--- src/rtl/ppac_pkg.sv ---
// package: register map, field layout, reset values and state type of the pwm config core
package ppac_pkg;

  // ----------------------------------------------------------------
  // sizes
  // ----------------------------------------------------------------
  localparam int NUM_CHAN = 8;
  localparam int NUM_PAIRS = 4;
  localparam int SEL_W = 3;
  localparam int CNT_W = 7;   // enough for the largest divide, 2**7

  // ----------------------------------------------------------------
  // register offsets
  // ----------------------------------------------------------------
  localparam logic [7:0] ADDR_PRESCALER_SELECT = 8'h03;
  localparam logic [7:0] ADDR_CENTER_ALIGN_SELECT = 8'h04;
  localparam logic [7:0] ADDR_PWM_CONTROL = 8'h05;

  // ----------------------------------------------------------------
  // field positions
  // ----------------------------------------------------------------
  localparam int CLOCK_B_SEL_LSB = 4;
  localparam int CLOCK_A_SEL_LSB = 0;
  localparam int CONCAT_LSB = 4;   // pair 0/1 at bit 4 .. pair 6/7 at bit 7

  // ----------------------------------------------------------------
  // writable masks and implemented channels
  // ----------------------------------------------------------------
  localparam logic [7:0] PRESCALER_WR_MASK = 8'h77;
  localparam logic [7:0] CHAN_PRESENT = 8'hFF;
  localparam logic [3:0] PAIR_PRESENT = 4'hF;

  // ----------------------------------------------------------------
  // reset values
  // ----------------------------------------------------------------
  localparam logic [7:0] PRESCALER_SELECT_RST = 8'h00;
  localparam logic [7:0] CENTER_ALIGN_SELECT_RST = 8'h00;
  localparam logic [3:0] CONCAT_RST = 4'h0;

  // ----------------------------------------------------------------
  // state of the top module
  // ----------------------------------------------------------------
  typedef struct packed {
    logic [7:0] prescaler_select;
    logic [7:0] center_align_select;
    logic [3:0] concat;
    logic [CNT_W-1:0] div_cnt;
    logic tick_a;
    logic tick_b;
    logic [7:0] rdata;
    logic [7:0] high_byte;
    logic [7:0] low_byte;
  } ppac_state_t;

endpackage : ppac_pkg

--- src/rtl/ppac_top.sv ---
// top: prescalers, alignment and concatenation controls of an eight-channel pwm unit
// Functional notes
// - Bits 6..4 of the prescaler register pick the divide rate of shared clock B.
// - Bits 2..0 of the prescaler register pick the divide rate of shared clock A.
// - A field value n gives the bus clock divided by 2**n, from 1 up to 128.
// - A set alignment bit makes its channel center aligned, a clear one left aligned.
// - Alignment bits of absent channels ignore writes and read as zero.
// - Four concatenation bits join channel pairs; bits of absent pairs ignore writes, read 0.
// - In a joined pair the even channel supplies the high-order byte.
`timescale 1ns/1ps
module ppac_top (
  input wire logic clock,
  input wire logic nrst,
  input wire logic ce,
  input wire logic [7:0] addr,
  input wire logic [7:0] wdata,
  input wire logic wr,
  input wire logic rd,
  output logic [7:0] rdata,
  output logic clock_a_tick,
  output logic clock_b_tick,
  output logic [7:0] center_align_bit,
  output logic [3:0] concat_en,
  output logic [7:0] chan_high_byte,
  output logic [7:0] chan_low_byte
);

  // ----------------------------------------------------------------
  // reset release
  // ----------------------------------------------------------------
  logic [1:0] rst_sync_reg;
  logic rst_n;

  // async assert, release through two flops so no flop sees a late edge
  always_ff @(posedge clock or negedge nrst) begin
    if (!nrst) begin
      rst_sync_reg <= 2'h0;
    end else begin
      rst_sync_reg <= {rst_sync_reg[0], 1'b1};
    end
  end
  assign rst_n = rst_sync_reg[1];

  // ----------------------------------------------------------------
  // state and field views
  // ----------------------------------------------------------------
  ppac_pkg::ppac_state_t state_reg;
  ppac_pkg::ppac_state_t state_next;
  logic [ppac_pkg::SEL_W-1:0] clock_a_divide_sel;
  logic [ppac_pkg::SEL_W-1:0] clock_b_divide_sel;
  logic tick_a_w;
  logic tick_b_w;
  logic [7:0] high_byte_w;
  logic [7:0] low_byte_w;

  assign clock_b_divide_sel = state_reg.prescaler_select[ppac_pkg::CLOCK_B_SEL_LSB +: 3];
  assign clock_a_divide_sel = state_reg.prescaler_select[ppac_pkg::CLOCK_A_SEL_LSB +: 3];

  // ----------------------------------------------------------------
  // two taps on one shared counter
  // ----------------------------------------------------------------
  // one counter for both clocks keeps a and b phase locked to each other
  ppac_prescaler u_div_a (
    .count(state_reg.div_cnt),
    .divide_sel(clock_a_divide_sel),
    .tick(tick_a_w)
  );

  ppac_prescaler u_div_b (
    .count(state_reg.div_cnt),
    .divide_sel(clock_b_divide_sel),
    .tick(tick_b_w)
  );

  // ----------------------------------------------------------------
  // byte roles of each channel in a joined pair
  // ----------------------------------------------------------------
  genvar k;
  generate
    for (k = 0; k < ppac_pkg::NUM_PAIRS; k++) begin : g_pair
      assign high_byte_w[2*k] = state_reg.concat[k];
      assign high_byte_w[2*k+1] = 1'b0;
      assign low_byte_w[2*k] = 1'b0;
      assign low_byte_w[2*k+1] = state_reg.concat[k];
    end
  endgenerate

  // ----------------------------------------------------------------
  // next state
  // ----------------------------------------------------------------
  always_comb begin
    state_next = state_reg;
    if (ce) begin
      state_next.div_cnt = state_reg.div_cnt + 7'h01;
      state_next.tick_a = tick_a_w;
      state_next.tick_b = tick_b_w;
      state_next.high_byte = high_byte_w;
      state_next.low_byte = low_byte_w;
      state_next.rdata = 8'h00;
      // register writes; masked bits stay zero whatever is written
      if (wr) begin
        case (addr)
          ppac_pkg::ADDR_PRESCALER_SELECT: begin
            state_next.prescaler_select = wdata & ppac_pkg::PRESCALER_WR_MASK;
          end
          ppac_pkg::ADDR_CENTER_ALIGN_SELECT: begin
            state_next.center_align_select = wdata & ppac_pkg::CHAN_PRESENT;
          end
          ppac_pkg::ADDR_PWM_CONTROL: begin
            state_next.concat = wdata[ppac_pkg::CONCAT_LSB +: 4] & ppac_pkg::PAIR_PRESENT;
          end
          default: begin
          end
        endcase
      end
      // reads answer one cycle later; unmapped offsets read zero
      if (rd) begin
        case (addr)
          ppac_pkg::ADDR_PRESCALER_SELECT: begin
            state_next.rdata = state_reg.prescaler_select;
          end
          ppac_pkg::ADDR_CENTER_ALIGN_SELECT: begin
            state_next.rdata = state_reg.center_align_select;
          end
          ppac_pkg::ADDR_PWM_CONTROL: begin
            state_next.rdata = {state_reg.concat, 4'h0};
          end
          default: begin
            state_next.rdata = 8'h00;
          end
        endcase
      end
    end
  end

  // ----------------------------------------------------------------
  // state register
  // ----------------------------------------------------------------
  always_ff @(posedge clock or negedge rst_n) begin
    if (!rst_n) begin
      state_reg.prescaler_select <= ppac_pkg::PRESCALER_SELECT_RST;
      state_reg.center_align_select <= ppac_pkg::CENTER_ALIGN_SELECT_RST;
      state_reg.concat <= ppac_pkg::CONCAT_RST;
      state_reg.div_cnt <= 7'h00;
      state_reg.tick_a <= 1'b0;
      state_reg.tick_b <= 1'b0;
      state_reg.rdata <= 8'h00;
      state_reg.high_byte <= 8'h00;
      state_reg.low_byte <= 8'h00;
    end else begin
      state_reg <= state_next;
    end
  end

  // ----------------------------------------------------------------
  // outputs, all from flops
  // ----------------------------------------------------------------
  assign rdata = state_reg.rdata;
  assign clock_a_tick = state_reg.tick_a;
  assign clock_b_tick = state_reg.tick_b;
  assign center_align_bit = state_reg.center_align_select;
  assign concat_en = state_reg.concat;
  assign chan_high_byte = state_reg.high_byte;
  assign chan_low_byte = state_reg.low_byte;

  // ----------------------------------------------------------------
  // checking helpers: spacing of clock a ticks
  // ----------------------------------------------------------------
  logic [7:0] gap_reg;
  logic seen_reg;
  logic [2:0] used_sel_reg;

  // a period only counts if the select held steady across all of it
  always_ff @(posedge clock or negedge rst_n) begin
    if (!rst_n) begin
      gap_reg <= 8'h00;
      seen_reg <= 1'b0;
      used_sel_reg <= 3'h0;
    end else if (ce) begin
      used_sel_reg <= clock_a_divide_sel;
      if (state_reg.tick_a) begin
        gap_reg <= 8'h00;
        seen_reg <= (clock_a_divide_sel == used_sel_reg);
      end else begin
        gap_reg <= gap_reg + 8'h01;
        if (clock_a_divide_sel != used_sel_reg) begin
          seen_reg <= 1'b0;
        end
      end
    end
  end
endmodule : ppac_top

--- src/rtl/ppac_prescaler.sv ---
// prescaler tap: marks the cycles where the shared counter ends a 2**n period
`timescale 1ns/1ps
module ppac_prescaler (
  input wire logic [ppac_pkg::CNT_W-1:0] count,
  input wire logic [ppac_pkg::SEL_W-1:0] divide_sel,
  output logic tick
);

  logic [ppac_pkg::CNT_W-1:0] mask;

  // ----------------------------------------------------------------
  // low n bits of the mask set, n = divide_sel
  // ----------------------------------------------------------------
  genvar i;
  generate
    for (i = 0; i < ppac_pkg::CNT_W; i++) begin : g_mask
      assign mask[i] = (i < divide_sel);
    end
  endgenerate

  // n = 0 gives an empty mask, so every cycle ticks
  assign tick = ((count & mask) == mask);

endmodule : ppac_prescaler

--- config.mk ---
export PLATFORM = sky130hd
export DESIGN_NAME = ppac_top
export DESIGN_NICKNAME = d
export VERILOG_FILES = /design/src/rtl/ppac_pkg.sv /design/src/rtl/ppac_top.sv /design/src/rtl/ppac_prescaler.sv
export SDC_FILE = /design/constraint.sdc
export NUM_CORES = 1
export LEC_CHECK = 0
export BUFFER_PORTS_ARGS = -buffer_cell sky130_fd_sc_hd__buf_2
export CAP_MARGIN = 20
export CORE_ASPECT_RATIO = 1.25
export CORE_MARGIN = 2
export CORE_UTILIZATION = 50
export DETAILED_ROUTE_END_ITERATION = 6
export GPL_TIMING_DRIVEN = 1
export PLACE_DENSITY = 0.85
export SLEW_MARGIN = 20
export SYNTH_ARGS = -nofsm -noshare
export SYNTH_HDL_FRONTEND = slang
export SYNTH_SLANG_ARGS = --single-unit
export TNS_END_PERCENT = 1
--- constraint.sdc ---
create_clock -name clock -period 2.27 [get_ports clock]
set_input_delay 0.3405 -clock clock [delete_from_list [all_inputs] [get_ports clock]]
set_output_delay 0.3405 -clock clock [all_outputs]
set_load 0.01 [all_outputs]
# Word-level counts from Yosys, hierarchy flattened
# Index checks and enable logic that the tools add are counted.
# W data, S select, Z words.
[op_classes]
mul = 0
n_mux = 2
n_bitwise = 2
reduce_logical = 3
eq_ne = 5
addsub = 1
n_lt_le_gt_ge = 14
n_shift = 0
div = 0
[op_table]
columns = ["operator", "count"]
rows = [
  ["$pmux W8 S3", 1],
  ["$lt A3 B3 Y1 const A", 6],
  ["$eq A8 B3 Y1 const B", 2],
  ["$and A7 B7 Y7", 2],
  ["$eq A7 B7 Y1", 2],
  ["$lt A1 B3 Y1 const A", 4],
  ["$lt A2 B3 Y1 const A", 4],
  ["$reduce_and A3 Y1", 3],
  ["$eq A8 B2 Y1 const B", 1],
  ["$mux W8", 1],
  ["$add A7 B1 Y7 const B", 1],
]
[totals]
n_memories = 0
inputBits = 21
ff_bits = 41
ram_bits = 0
latchBits = 0
romBits = 0
output_inout_bits = 38
wordCells = 36

# Logic depth before layout (Yosys ltp)
[depth]
ltp_word = 3
mapped_depth = 6
mapped_depth_nobuf = 4

# Modules after synthesis
# Synthesis repeated with hierarchy kept, for this count alone.
[unflattened]
hier_cells = 181
area_unflattened_um2 = 2174.6
[modules_own_cells]
columns = ["module", "seq_area_each_um2", "cells_each", "n_inst", "area_each_um2"]
rows = [
  ["ppac_top", 1026.0, 163, 1, 2034.5],
  ["ppac_prescaler", 0.0, 9, 2, 70.1],
]

# Least setup slack after synthesis
# No wires, ideal clock.
[synth_timing]
path_type = "input port to flip-flop"
from = "input addr[5]"
to = "register state_reg, in the netlist center_align_bit[0]"
path_slack_ns = 0.059
setup_ns = 0.125
t_required_ns = 2.145
path_stages = 4
n_path_buf = 0
arrival_time_ns = 2.086
path_cell_list = "or4_4 -> or3_4 -> nor4b_4 -> mux2_2"
[synth_via]
elab_chain_cells = 2
[synth_lines]
columns = ["element", "line_no", "source"]
rows = [
  ["start: declaration", "ppac_top.sv:15", "input wire logic [7:0] addr,"],
  ["$eq A8 B3 Y1", "ppac_top.sv:102", "case (addr)"],
  ["$reduce_and A3 Y1 (no source line)", "-", ""],
  ["end signal: assignment", "ppac_top.sv:151", "state_reg <= state_next;"],
  ["end: declaration", "ppac_top.sv:47", "ppac_pkg::ppac_state_t state_reg;"],
]
# No other way between the ends.
# A chain may end at the register's enable or synchronous reset.

# Final worst setup path
[layout_timing]
from = "input addr[5]"
to = "register state_reg, in the netlist center_align_bit[6]"
# Same word-level chain as after synthesis.

==> metrics.txt <==
PD cells roughly 700 nW/um^2; vias in the first global route approximately 1400; drc violations 0; Crit path max-delay family simple AND/OR/NAND/NOR gates; CTS tree built; RSZ-0062 raised after global routing false; Global Route Usage Sum around 18%; register area share after synthesis around half; most frequent cells in the layout 50 x buf_2, 41 x dfrtp_1, 24 x mux2_2; vias between 1000 and 1500; share of power burned in registers 55.7%; Slew HR 60.1%; CP Depth 6; post-layout util between 50% and 60%; placed inst area ~2200 um^2; number of setup buffers added after CTS 0; leading cell type in the layout, fill and taps excluded buf_2; NetSw roughly 0.44 mW; Non-Filler Instances 270; worst ir drop on vdd between 0.3 and 0.4 mV; Syn Area/Cell about 11 um^2; DIE WIDTH ~62 um; Longest Clk Path Bufs 2; combinational fraction of design power between 10% and 20%; Routability Congestion 0.791; number of antenna repair diodes 0; synthesized area ~2100 um^2; FMAX around 500 MHz; Clk pwr share between 20% and 30%; fillcell total roughly 340; fin area roughly 2300 um^2; drt pass-1 iters 4; H-tree levels 2; PortBufs 50; switching share of total power between 20 and 30%; cts repair resizes 0; FP Rows 26; WP data arrival between 2 and 2.5 ns; CTS sink count between 40 and 50; Ys Warns 0; Buf+Inv Stages, Crit Path 2; final hold violations 0; Critical Path End Type flip-flop; worst reg2reg startpoint state_reg[26]; synth-to-layout area growth 9.02%; vias per cell a little under 5; Seq cells post-synth 41; slowest cell on the critical path or4_4; CP Launch Type input pin; Die Area around 4800 um^2; Final ANT Viol Nets 0; Worst R2R End clock_a_tick; Crit path required time 2.43 ns; global-route wire length before repair 6270 um; r2r worst-path depth 4; kind of critical path input pin to flip-flop; Initial Utilization just over 50%; total power around 1.6 mW; status finished, final reports clean; Final Setup Violations 0; Clk Latency, worst-skew pair 0.29 ns; layout cells sized above 1 between 40 and 50%; Least-Margin Pin Slew 0.597 ns; drt initial violations 40; Internal between 1 and 1.5 mW; max_cap viols 0; Hold Slack approximately 0.28 ns; DP HPWL 2900 um; period utilization 88.6%; critical-path cell list buf_2 -> or4_4 -> or3_4 -> nor4b_4 -> buf_4 -> mux2_2; Clk pin slew, worst setup/hold paths ~0.08 ns; R2R setup slack slightly above 1 ns; drt wl/cell approximately 14 um; GRT overflow 0; Die Height ~77 um; WL final 3840 um; Slew Limit Fails 0; Fin Setup TNS 0 ns; Root Buffer clkbuf_8; CTS buffer count 5; pin count of the biggest net entering global routing 40; maximum net fanout on the critical path 4; initial antenna violation count 0; slowest stage delay, CP roughly 0.53 ns; Top-Level Pins 59; synth unique cells 30; Core ar. between 4000 and 5000 um^2; final setup skew around 0.012 ns; Placed Cells incl. Taps between 200 and 300; CTS hold repair buffers 1; Syn Inst Count about 190; Place WS -0.0398 ns; final period demand of the worst path 2.01 ns; Final nets approximately 240; final worst slack between 0.2 and 0.3 ns; Hold Crit Class flip-flop to asynchronous set/reset pin; P_leak between 1 and 1.5 nW
how the worst max path moves through the flow:
stage,from,to,slack [ns]
2_1_floorplan,addr[5],center_align_bit[0],0.06
3_3_place_gp,addr[5],center_align_bit[7],0.005
3_5_place_dp,addr[5],center_align_bit[6],-0.04
4_1_cts,addr[5],center_align_bit[6],0.26
5_1_grt,addr[5],center_align_bit[6],0.22
6_report,addr[5],center_align_bit[6],0.26
power by group through the flow:
stage	logic, mW	registers, mW	clock network (mW)
after global placement	0.234	0.904	0
final	0.243	0.896	0.469
after global routing	0.278	0.908	0.513
after detailed placement	0.241	0.909	0
after floorplan	0.190	0.898	0
after CTS	0.245	0.895	0.481
worst reg2reg max path: stages (launching register included):
cell and delay [ns]:
dfrtp_1 0.45, nand2_1 0.10, a21o_1 0.17, a221oi_1 0.31
a22o_1 0.17
cells by family after synthesis:
group / after synthesis / share of synthesized area [%]
buffers and inverters: 48 / 15.0
adder cells (fa/ha/maj): 1 / 0.593
flip-flops: 41 / 48.6
AND/OR/NAND/NOR: 33 / 9.49
AO/OA/AOI/OAI: 27 / 9.19
multiplexers: 27 / 14.2
XOR/XNOR: 6 / 2.49
other: 2 / 0.356
metal layers:
| metal | up-vias | share of wire [%] | global-route usage (%) |
|---|---|---|---|
| li1 | 649 | - | - |
| met1 | 637 | 43 | 23.2 |
| met2 | 42 | 50 | 27.3 |
| met3 | 6 | 5.0 | 4.75 |
| met4 | 0 | 1.7 | 6.81 |
| met5 | - | 0 | 0 |
Yosys cell counts (all sizes together):
master	instances	area [um^2]
mux2	24	270
a21oi	3	15.0
a22o	4	35.0
nand2b	2	12.5
nor3b	2	15.0
nand4	5	31.3
or4	1	11.3
a221oi	1	8.76
clkbuf	4	15.0
a21o	2	15.0
o21ai	6	30.0
mux2i	3	30.0
and3b	1	8.76
xor2	3	26.3
ha	1	12.5
buf	37	275
dfrtp	41	1030
o2bb2ai	8	70.1
o22ai	2	12.5
and2b	1	7.51
nor2b	3	18.8
xnor2	3	26.3
or3	1	11.3
conb	2	7.51
a21boi	1	7.51
inv	7	26.3
nor4b	1	23.8
nor2	3	11.3
nand2	13	48.8
cell type report:
class | instances | area, um^2 | share of cell area (%)
tap | 56 | 70.1 | 3.05
multi-input combinational | 103 | 793 | 34.5
sequential | 41 | 1030 | 44.6
timing repair buffer | 56 | 298 | 12.9
inverter | 7 | 26.3 | 1.14
clock buffer | 7 | 86.3 | 3.75
Note: power is estimated with default switching activity, not from simulation.
